<file path="config.mk">
export PLATFORM = sky130hd
export DESIGN_NAME = rcl_reset_config_latch
export DESIGN_NICKNAME = d
export VERILOG_FILES = /design/src/design/rcl_pkg.sv /design/src/design/rcl_pulse_timer.sv /design/src/design/rcl_reset_config_latch.sv
export SDC_FILE = /design/constraint.sdc
export NUM_CORES = 1
export LEC_CHECK = 0
export ABC_AREA = 1
export BUFFER_PORTS_ARGS = -buffer_cell sky130_fd_sc_hd__buf_2
export CAP_MARGIN = 20
export CORE_MARGIN = 2
export CORE_UTILIZATION = 54
export CTS_BUF_LIST = sky130_fd_sc_hd__clkbuf_4
export DETAILED_ROUTE_END_ITERATION = 12
export PLACE_DENSITY = 0.78
export SLEW_MARGIN = 10
export SYNTH_ARGS = -nofsm -noshare
export SYNTH_HDL_FRONTEND = slang
export SYNTH_SLANG_ARGS = --single-unit
</file>
<file path="constraint.sdc">
create_clock -name clk -period 1.5 [get_ports clk]
set_input_delay 0.075 -clock clk [delete_from_list [all_inputs] [get_ports clk]]
set_output_delay 0.075 -clock clk [all_outputs]
set_load 0.03 [all_outputs]
</file>
<file path="src/design/rcl_pkg.sv">
// Package of constants and types for the reset configuration latch.
package rcl_pkg;

  localparam int CLK_PERIOD_PS = 25000;
  localparam int PART_MIN_NS = 40;
  localparam int PART_MAX_NS = 500;
  localparam int PART_READY_NS = 50;
  localparam int FULL_MIN_PS = 1200000;
  localparam int FULL_READY_MS = 15;
  localparam int PART_MIN_CYC = (PART_MIN_NS * 1000 + CLK_PERIOD_PS - 1) / CLK_PERIOD_PS;
  localparam int PART_MAX_CYC = (PART_MAX_NS * 1000) / CLK_PERIOD_PS;
  localparam int PART_READY_CYC = (PART_READY_NS * 1000 + CLK_PERIOD_PS - 1) / CLK_PERIOD_PS;
  localparam int FULL_MIN_CYC = (FULL_MIN_PS + CLK_PERIOD_PS - 1) / CLK_PERIOD_PS;
  localparam longint FULL_READY_CYC_L =
    (64'(FULL_READY_MS) * 64'd1000000000 + 64'(CLK_PERIOD_PS) - 64'd1) / 64'(CLK_PERIOD_PS);
  localparam int PW_CNT_W = 8;
  localparam int RDY_CNT_W = 20;
  localparam logic [PW_CNT_W-1:0] PW_SAT = 8'hFF;
  localparam logic [1:0] RANGE_SW_CODE = 2'h0;
  localparam logic IFACE_PARALLEL = 1'h0;
  localparam logic IFACE_SERIAL = 1'h1;
  localparam int OVS_W = 3;
  localparam int CHAN_W = 3;

  typedef enum logic [1:0] {RCL_NONE, RCL_PART, RCL_FULL, RCL_UNDEF} rcl_kind_e;

  typedef struct packed {
    logic             hwMode;
    logic             intRefEn;
    logic             serialIf;
    logic             twoLane;
    logic             burst_en_pin;
    logic             seq_en_pin;
    logic [OVS_W-1:0] ovsRatio;
  } rcl_cfg_s;

  localparam rcl_cfg_s CFG_RESET = '0;

endpackage

</file>
<file path="src/design/rcl_pulse_timer.sv">
// Counter that measures the low time of the synchronised reset pin.
`timescale 1ns/1ps
module rcl_pulse_timer
  import rcl_pkg::*;
(
  // Clock and reset.
  input  wire logic                clk,
  input  wire logic                rst_n,
  // Synchronised pin level.
  input  wire logic                pinLow,
  // Measured width.
  output logic      [PW_CNT_W-1:0] width
);

  logic [PW_CNT_W-1:0] next_width;

  // The count restarts on each low interval and saturates.
  always_comb begin
    next_width = width;
    if (!pinLow) begin
      next_width = '0;
    end else if (width != PW_SAT) begin
      next_width = width + 8'h01;
    end
  end

  always_ff @(posedge clk or negedge rst_n) begin
    if (!rst_n) begin
      width <= '0;
    end else begin
      width <= next_width;
    end
  end

endmodule

</file>
<file path="src/design/rcl_reset_config_latch.sv">
// Reset classification and strap latch for a dual sampling converter.
// Summary of operation
// At full-reset release, range pins 00 give software mode, else hardware.
// After software mode latches, range pin changes are ignored.
// Latched mode persists until the next full reset.
// Hardware mode refuses all on-chip register access.
// Software mode takes reference, interface and lane select from pins, the rest from registers.
// Reference select pin latched at full-reset release; 1 enables internal reference.
// Interface pin latched at full-reset release; 0 parallel, 1 serial.
// Serial mode samples lane select at full-reset release, then ignores it.
// Host holds lane select high for two lanes, low for lane A only.
// Hardware mode latches burst, sequencer and oversampling pins at full release.
// A low pulse of 40 to 500 ns is partial; starts allowed 50 ns later.
// A low pulse of 1.2 us or more is full; starts allowed 15 ms later.
// Partial reset reinitialises sequencer, filter, serial port and both converters.
// Partial reset discards the result in progress but keeps all configuration.
// Host runs one dummy conversion after a software-mode partial reset.
// Full reset returns everything, including latched selections, to defaults.
// Hardware mode polls channel and range pins on exit from any reset.
// Host sets channel pins before the start edge and holds until busy falls.
// Hardware mode range follows the pins directly, without latching.
// Software serial one-lane mode leaves serial output B undriven.
// Top three data pins carry oversampling ratio only in hardware serial mode.
// Reset low time is counted and classified at release; gaps are undefined.
// One mode register, written only on full-reset release, feeds the logic.
`timescale 1ns/1ps
module rcl_reset_config_latch
  import rcl_pkg::*;
#(
  parameter int unsigned FULL_READY_CYCLES = 32'(FULL_READY_CYC_L)
)
(
  // Clock and power-on reset.
  input  wire logic              clk,
  input  wire logic              rst_n,
  // Reset pin from the host, active low.
  input  wire logic              resetPin_n,
  // Strap and configuration pins.
  input  wire logic [1:0]        rangeModeSel,
  input  wire logic              refSourceSel,
  input  wire logic              ifaceSel,
  input  wire logic              serialLaneSel,
  input  wire logic              burstEnPin,
  input  wire logic              seqEnPin,
  input  wire logic [OVS_W-1:0]  topDataPins,
  input  wire logic [CHAN_W-1:0] chanPairSel,
  // Register access request from the interface logic.
  input  wire logic              regAccessReq,
  // Latched configuration.
  output rcl_cfg_s               cfg,
  // Live range, initial channel pair and data pin usage.
  output logic      [1:0]        inputRange,
  output logic      [CHAN_W-1:0] initChanPair,
  output logic                   topPinsAreData,
  // Register access and lane B drive control.
  output logic                   regAccessGrant,
  output logic                   serialOutBEn,
  // Reset pulses to the downstream units.
  output logic                   seqReset,
  output logic                   filterReset,
  output logic                   serialPortReset,
  output logic                   sarReset,
  output logic                   discardResult,
  // Reset classification and readiness.
  output rcl_kind_e              lastKind,
  output logic                   convReady
);

  // Two-flop synchronisers for all pin inputs.
  localparam int SYN_W = 1 + 2 + 1 + 1 + 1 + 1 + 1 + OVS_W + CHAN_W;
  logic [SYN_W-1:0] synMeta;
  logic [SYN_W-1:0] synOut;
  logic [SYN_W-1:0] synIn;
  assign synIn = {resetPin_n, rangeModeSel, refSourceSel, ifaceSel, serialLaneSel,
                  burstEnPin, seqEnPin, topDataPins, chanPairSel};

  genvar gi;
  generate
    for (gi = 0; gi < SYN_W; gi++) begin : g_sync
      always_ff @(posedge clk or negedge rst_n) begin
        if (!rst_n) begin
          synMeta[gi] <= 1'b1;
          synOut[gi]  <= 1'b1;
        end else begin
          synMeta[gi] <= synIn[gi];
          synOut[gi]  <= synMeta[gi];
        end
      end
    end
  endgenerate

  logic              sResetN;
  logic [1:0]        sRange;
  logic              sRef;
  logic              sIface;
  logic              sLane;
  logic              sBurst;
  logic              sSeq;
  logic [OVS_W-1:0]  sOvs;
  logic [CHAN_W-1:0] sChan;
  assign {sResetN, sRange, sRef, sIface, sLane, sBurst, sSeq, sOvs, sChan} = synOut;

  // Low interval measurement.
  logic [PW_CNT_W-1:0] width;
  rcl_pulse_timer u_timer (
    .clk    (clk),
    .rst_n  (rst_n),
    .pinLow (!sResetN),
    .width  (width)
  );

  logic resetPrev;
  logic releaseEdge;
  assign releaseEdge = sResetN && !resetPrev;

  // Classification at release, counted in cycles.
  rcl_kind_e relKind;
  always_comb begin
    relKind = RCL_UNDEF;
    if (32'(width) >= FULL_MIN_CYC) begin
      relKind = RCL_FULL;
    end else if (32'(width) >= PART_MIN_CYC && 32'(width) <= PART_MAX_CYC) begin
      relKind = RCL_PART;
    end
  end

  // Configuration, classification and readiness state.
  rcl_cfg_s          next_cfg;
  rcl_kind_e         next_lastKind;
  logic [RDY_CNT_W-1:0] readyCnt;
  logic [RDY_CNT_W-1:0] next_readyCnt;
  logic [CHAN_W-1:0] next_initChanPair;
  logic              pulseReset;
  logic              next_pulseReset;

  always_comb begin
    next_cfg          = cfg;
    next_lastKind     = lastKind;
    next_readyCnt     = readyCnt;
    next_initChanPair = initChanPair;
    next_pulseReset   = 1'b0;
    if (!sResetN) begin
      next_readyCnt = '0;
    end else if (readyCnt != '0) begin
      next_readyCnt = readyCnt - 20'h00001;
    end
    if (releaseEdge) begin
      next_lastKind = relKind;
      if (relKind == RCL_FULL) begin
        next_cfg          = CFG_RESET;
        next_cfg.hwMode   = (sRange != RANGE_SW_CODE);
        next_cfg.intRefEn = sRef;
        next_cfg.serialIf = sIface;
        next_cfg.twoLane  = (sIface == IFACE_SERIAL) ? sLane : 1'b0;
        if (sRange != RANGE_SW_CODE) begin
          next_cfg.burst_en_pin  = sBurst;
          next_cfg.seq_en_pin    = sSeq;
          next_cfg.ovsRatio = (sIface == IFACE_SERIAL) ? sOvs : '0;
        end
        next_readyCnt   = RDY_CNT_W'(FULL_READY_CYCLES);
        next_pulseReset = 1'b1;
      end else if (relKind == RCL_PART) begin
        next_readyCnt   = RDY_CNT_W'(PART_READY_CYC);
        next_pulseReset = 1'b1;
      end
      if (relKind != RCL_UNDEF) begin
        next_initChanPair = sChan;
      end
    end
  end

  always_ff @(posedge clk or negedge rst_n) begin
    if (!rst_n) begin
      cfg          <= CFG_RESET;
      lastKind     <= RCL_NONE;
      readyCnt     <= '0;
      initChanPair <= '0;
      pulseReset   <= 1'b0;
      resetPrev    <= 1'b1;
    end else begin
      cfg          <= next_cfg;
      lastKind     <= next_lastKind;
      readyCnt     <= next_readyCnt;
      initChanPair <= next_initChanPair;
      pulseReset   <= next_pulseReset;
      resetPrev    <= sResetN;
    end
  end

  // Downstream unit resets: held while the pin is low and pulsed at a partial or full release.
  assign seqReset        = pulseReset || !resetPrev;
  assign filterReset     = pulseReset || !resetPrev;
  assign serialPortReset = pulseReset || !resetPrev;
  assign sarReset        = pulseReset || !resetPrev;
  assign discardResult   = pulseReset || !resetPrev;

  assign convReady = sResetN && (readyCnt == '0) &&
                     (lastKind == RCL_PART || lastKind == RCL_FULL);

  // Range follows the pins live in hardware mode, ignored in software mode.
  assign inputRange     = cfg.hwMode ? sRange : RANGE_SW_CODE;
  assign regAccessGrant = regAccessReq && !cfg.hwMode;
  assign serialOutBEn   = cfg.serialIf && cfg.twoLane;
  assign topPinsAreData = !(cfg.hwMode && cfg.serialIf);
endmodule

</file>
---- Word-level counts from Yosys, hierarchy flattened ----
Cells that the tools add are included.
cells by class
  divide/modulo/power cells ............... 0
  shift operators ......................... 0
  eq/ne operators ......................... 6
  bitwise operators ....................... 0
  reductions and logical operators ........ 18
  multipliers ............................. 0
  $lt $le $gt $ge ......................... 3
  $add $sub $neg .......................... 2
  muxes and demuxes ....................... 16
operators by type and width
  kind                   count
  $mux 20                5
  $logic_not 20->1       1
  $reduce_bool 20->1     1
  $sub 20x1->20 const B  1
  $mux 8                 2
  $add 8x1->8 const B    1
  $ge 8x2->1 const B     1
  $ge 8x6->1 const B     1
  $le 8x5->1 const B     1
  $ne 8x8->1 const B     1
  $logic_and 1x1->1      7
  $mux 2                 3
  $mux 5                 1
  $eq 2x1->1 const B     2
  $eq 2x2->1 const B     2
  $mux 1                 4
  $reduce_and 2->1       2
  $reduce_bool 2->1      2
  $logic_not 1->1        3
  $mux 3                 1
  $logic_or 1x1->1       2
  $ne 2x2->1 const B     1
word-level totals
  input port bits ......................... 17
  flip-flop bits (word level) ............. 72
  output and inout port bits .............. 25
  word-level logic and storage cells ...... 86
  bits in writable memories ............... 0
  memories kept ........................... 0
  latch bits .............................. 0
  memory bits (read-only) ................. 0

---- Depth between registers and ports, before layout ----
  depth after elaboration ................. 8
  mapped depth ............................ 9

---- By module ----
A second synthesis with hierarchy kept.
unflattened totals
  cell total of the unflattened synthesis .. 343
  area, all modules ....................... 3238.1 sq um
modules (own cells, without submodules)
  module                  seq. area each (sq um)  area an instance (sq um)  instances  cells an instance
  rcl_reset_config_latch  1637.8                  2767.7                    1          283
  rcl_pulse_timer         200.2                   470.5                     1          60

---- Worst setup path after synthesis ----
No wires, ideal clock.
  path kind ............................... reg-to-output
  start ................................... register readyCnt[0]
  end ..................................... output convReady
  arrival time ............................ 1733 ps
  path buffers ............................ 0
  stages on the path, launching flop included .. 7
  slack ................................... -308 ps
  cell sequence ........................... dfrtp_1 > inv_1 > ha_1 > nand2_1 > nor2_1 > nand3_2 > nor3_1
between the ends
  cells in the longest elaborated chain, start to end .. 3
ends and longest elaborated chain
  item                            line                           RTL
  from (decl)                     rcl_reset_config_latch.sv:130  logic [RDY_CNT_W-1:0] readyCnt;
  from (signal assigned)          rcl_reset_config_latch.sv:183  readyCnt <= next_readyCnt;
  $logic_not 20->1                rcl_reset_config_latch.sv:197  assign convReady = sResetN && (readyCnt == '0) &&
  $logic_and 1x1->1 (2 in a row)  rcl_reset_config_latch.sv:197
  to (decl)                       rcl_reset_config_latch.sv:66   output logic convReady
No other way between the ends.

---- Worst setup path after layout ----
  start ................................... register readyCnt[12]
  end ..................................... output convReady
The elaborated chain is that of the path after synthesis.

==> flow_summary.json <==
{
  "status": "finished with violations",
  "violations": "negative setup slack",
  "root_buffer": "clkbuf_4",
  "drc_errors": 0,
  "final_util_pct": 79.6,
  "crit_arrival_ns": 1.73,
  "clkSlewWorstSetupHoldPaths_ns": 0.12,
  "finalCritPeriodShare_pct": 120,
  "clkSinkCount": 72,
  "grt_pass1_vias": 2612,
  "final_net_count": 459,
  "p_leak_nw": 2.22,
  "syn-num-nets": 353,
  "io_buffers": 41,
  "netlist_area_um2": 3160,
  "tritoncts": "yes",
  "synth-warning-count": 0,
  "grt_use_total_pct": 25.5,
  "antenna_found_initial": 0,
  "grt_max_degree": 36,
  "firstDrtPassIters": 5,
  "via_per_inst": 5.73,
  "finalSetupTns_ns": -3.17,
  "clkLatencyLatePin_ns": 0.44,
  "ctsHtreeMaxLevel": 3,
  "synth-seq-area-share_pct": 58.1,
  "p_per_area_nw_per_um2": 1760,
  "core.rowCount": 27,
  "wl_um": 9580,
  "hold_class": "input port to async pin",
  "hold_viol": 0,
  "dp_hpwl_um": 4550,
  "cap_violations": 0,
  "dieArea_um2": 6490,
  "worstMarginPinSlew_ns": 0.468,
  "initial_core_util_pct": 56.7,
  "start_kind": "register",
  "yosysUniqueCellTypes": 32,
  "clock_skew_ns": 0.0105,
  "setup_viol": 34,
  "maxSlewViolCount": 0,
  "cts.path.max_buffers": 2,
  "synthCells": 332,
  "drive_gt1_share_pct": 48.5,
  "timing.hold.ws_ns": 0.114,
  "endpoint_kind": "output pin",
  "fin_ws_ns": -0.306,
  "period_needed_ns": 1.81,
  "chipHeight_um": 80.5,
  "dr.first_iter.drc_count": 267,
  "worstSetupPathType": "register to output pin",
  "required_ns": 1.42,
  "postSynthAreaPerCell_um2": 9.53,
  "max-slew-margin-rel_pct": 68.8,
  "num_antenna_cells": 0,
  "ys_seq_elements": 72,
  "place_congestion": 0.939,
  "cts_buffers": 9,
  "vias": 2949,
  "rsz0062_at_grt": "true",
  "core_um2": 5570,
  "overflow": 0,
  "die_x_um": 80.5,
  "wl_per_cell_um": 18.6,
  "ant_nets": 0,
  "vdd_drop_max_uv": 1190,
  "grt_pass1_wl_um": 12200,
  "fmax_mhz": 554,
  "crit_path_max_fanout": 3,
  "io_pins": 42,
  "area.growth.synth_to_final_pct": 40.3
}
-- path summary, 6_finish.rpt --
check                          startpoint                to  slack [ns]  cells after the start
setup / recovery             readyCnt[12]         convReady       -0.31                      6
hold / removal                      rst_n  u_timer.width[4]        0.11                      2
setup reg to reg             readyCnt[12]       readyCnt[1]       -0.30                      9
hold reg to reg                synMeta[2]          sChan[2]        0.36                      0
max in group asynchronous           rst_n           sOvs[0]        0.78                      3
min in group clk           chanPairSel[0]        synMeta[0]        0.26                      2
-- timing repair --
item                       4_1_cts  5_1_grt
hold buffers                    15        0
setup endpoints to repair       15       40
pin swaps                        3       21
buffers inserted                 4       17
gates cloned                     0        1
resized for setup               28       80
hold endpoints to repair        57        0
-- cell usage in the layout (no fill, tap or decap), types with 10 or more instances in the layout --
cell type | netlist | final
nand2_1 | 74 | 56
dfstp_2 | 29 | 29
buf_6 | 1 | 15
nand3_1 | 23 | 15
nor2_1 | 38 | 21
xor2_1 | 13 | 13
nor2_2 | 3 | 16
dlygate4sd3_1 | 0 | 15
buf_4 | 4 | 32
inv_1 | 35 | 30
dfrtp_1 | 43 | 41
buf_2 | 2 | 36
nand2_2 | 2 | 16
clkbuf_4 | 0 | 10
-- state kept, by name, indices dropped and copies added (netlist names) --
| signal | count |
|---|---|
| sRange | 2 |
| pulseReset | 1 |
| readyCnt | 20 |
| cfg | 9 |
| sOvs | 3 |
| sIface | 1 |
| synMeta | 14 |
| sChan | 3 |
| sBurst | 1 |
| sRef | 1 |
| sSeq | 1 |
| sLane | 1 |
| sResetN | 1 |
| resetPrev | 1 |
| u_timer.width | 8 |
| lastKind | 2 |
| initChanPair | 3 |
-- power by group --
group	switching (mW)	internal, mW	leakage [nW]	total, mW
Sequential	0.257	2.26	0.877	2.52
Combinational	2.53	1.67	1.27	4.20
Clock	0.738	0.367	0.0707	1.11
Total	3.52	4.30	2.22	7.82
-- through the flow --
stage	std cells	worst slack (ns)	cell area, µm²	power [mW]
floorplan	332	0.0213	3170	4.48
global placement	463	0.00395	3660	5.25
detailed placement	463	-0.0298	3660	5.33
CTS	498	-0.197	4050	6.64
global route	515	-0.365	4440	8.17
finish	515	-0.306	4440	7.82
-- per-layer routing --
layer	vias to the layer above	GRT usage [%]	share of wire, %
li1	1261	-	-
met1	1456	31.4	37
met2	173	42.9	52
met3	59	6.85	5.9
met4	0	9.83	4.6
met5	-	0	0
-- logic make-up (layout without fill, tap and decap cells) --
group                      Yosys count  count (layout)  synth area share, %
and+or+nand+nor                    169             169                 25.2
DFF                                 72              72                 58.1
buffers and inverters               46             157                 6.25
AOI/OAI and AO/OA                   25              25                 4.47
xor gates and xnor gates            16              16                 4.43
adders and majority gates            4               4                 1.58
-- final cells by class --
type                    count  area, µm²
fillers                   292       1140
flip-flops and latches     72       1840
multi-input cells         214       1410
well taps                  72       90.1
clock buffers              10       75.1
inverters                  38        145
repair buffers            103        835
clock inverters             6       45.0
-- worst max-delay path: stages, from the launching register on --
cell     delay [ns]
dfrtp_1        0.43
nor2_2         0.18
nand2_2        0.10
nor2_4         0.17
nand3_4        0.13
nor3_4         0.14
buf_6          0.15
-- cells in the mapped netlist (all sizes together) --
| cell type | number | area [µm²] |
|---|---|---|
| dfrtp | 43 | 1080 |
| or2 | 2 | 12.5 |
| xor2 | 13 | 114 |
| nand3 | 26 | 145 |
| nand2 | 79 | 324 |
| xnor2 | 3 | 26.3 |
| ha | 4 | 50.1 |
| nor2 | 45 | 206 |
| dfstp | 29 | 762 |
| o21ai | 17 | 85.1 |
| nand4 | 3 | 18.8 |
| and2 | 1 | 6.26 |
| o21bai | 1 | 7.51 |
| a21oi | 6 | 41.3 |
| nor3 | 8 | 40.0 |
| buf | 8 | 55.1 |
| inv | 38 | 143 |
| nor3b | 2 | 20.0 |
| o211ai | 1 | 7.51 |
| nand3b | 3 | 22.5 |
Power figures use the tool's default switching activity.
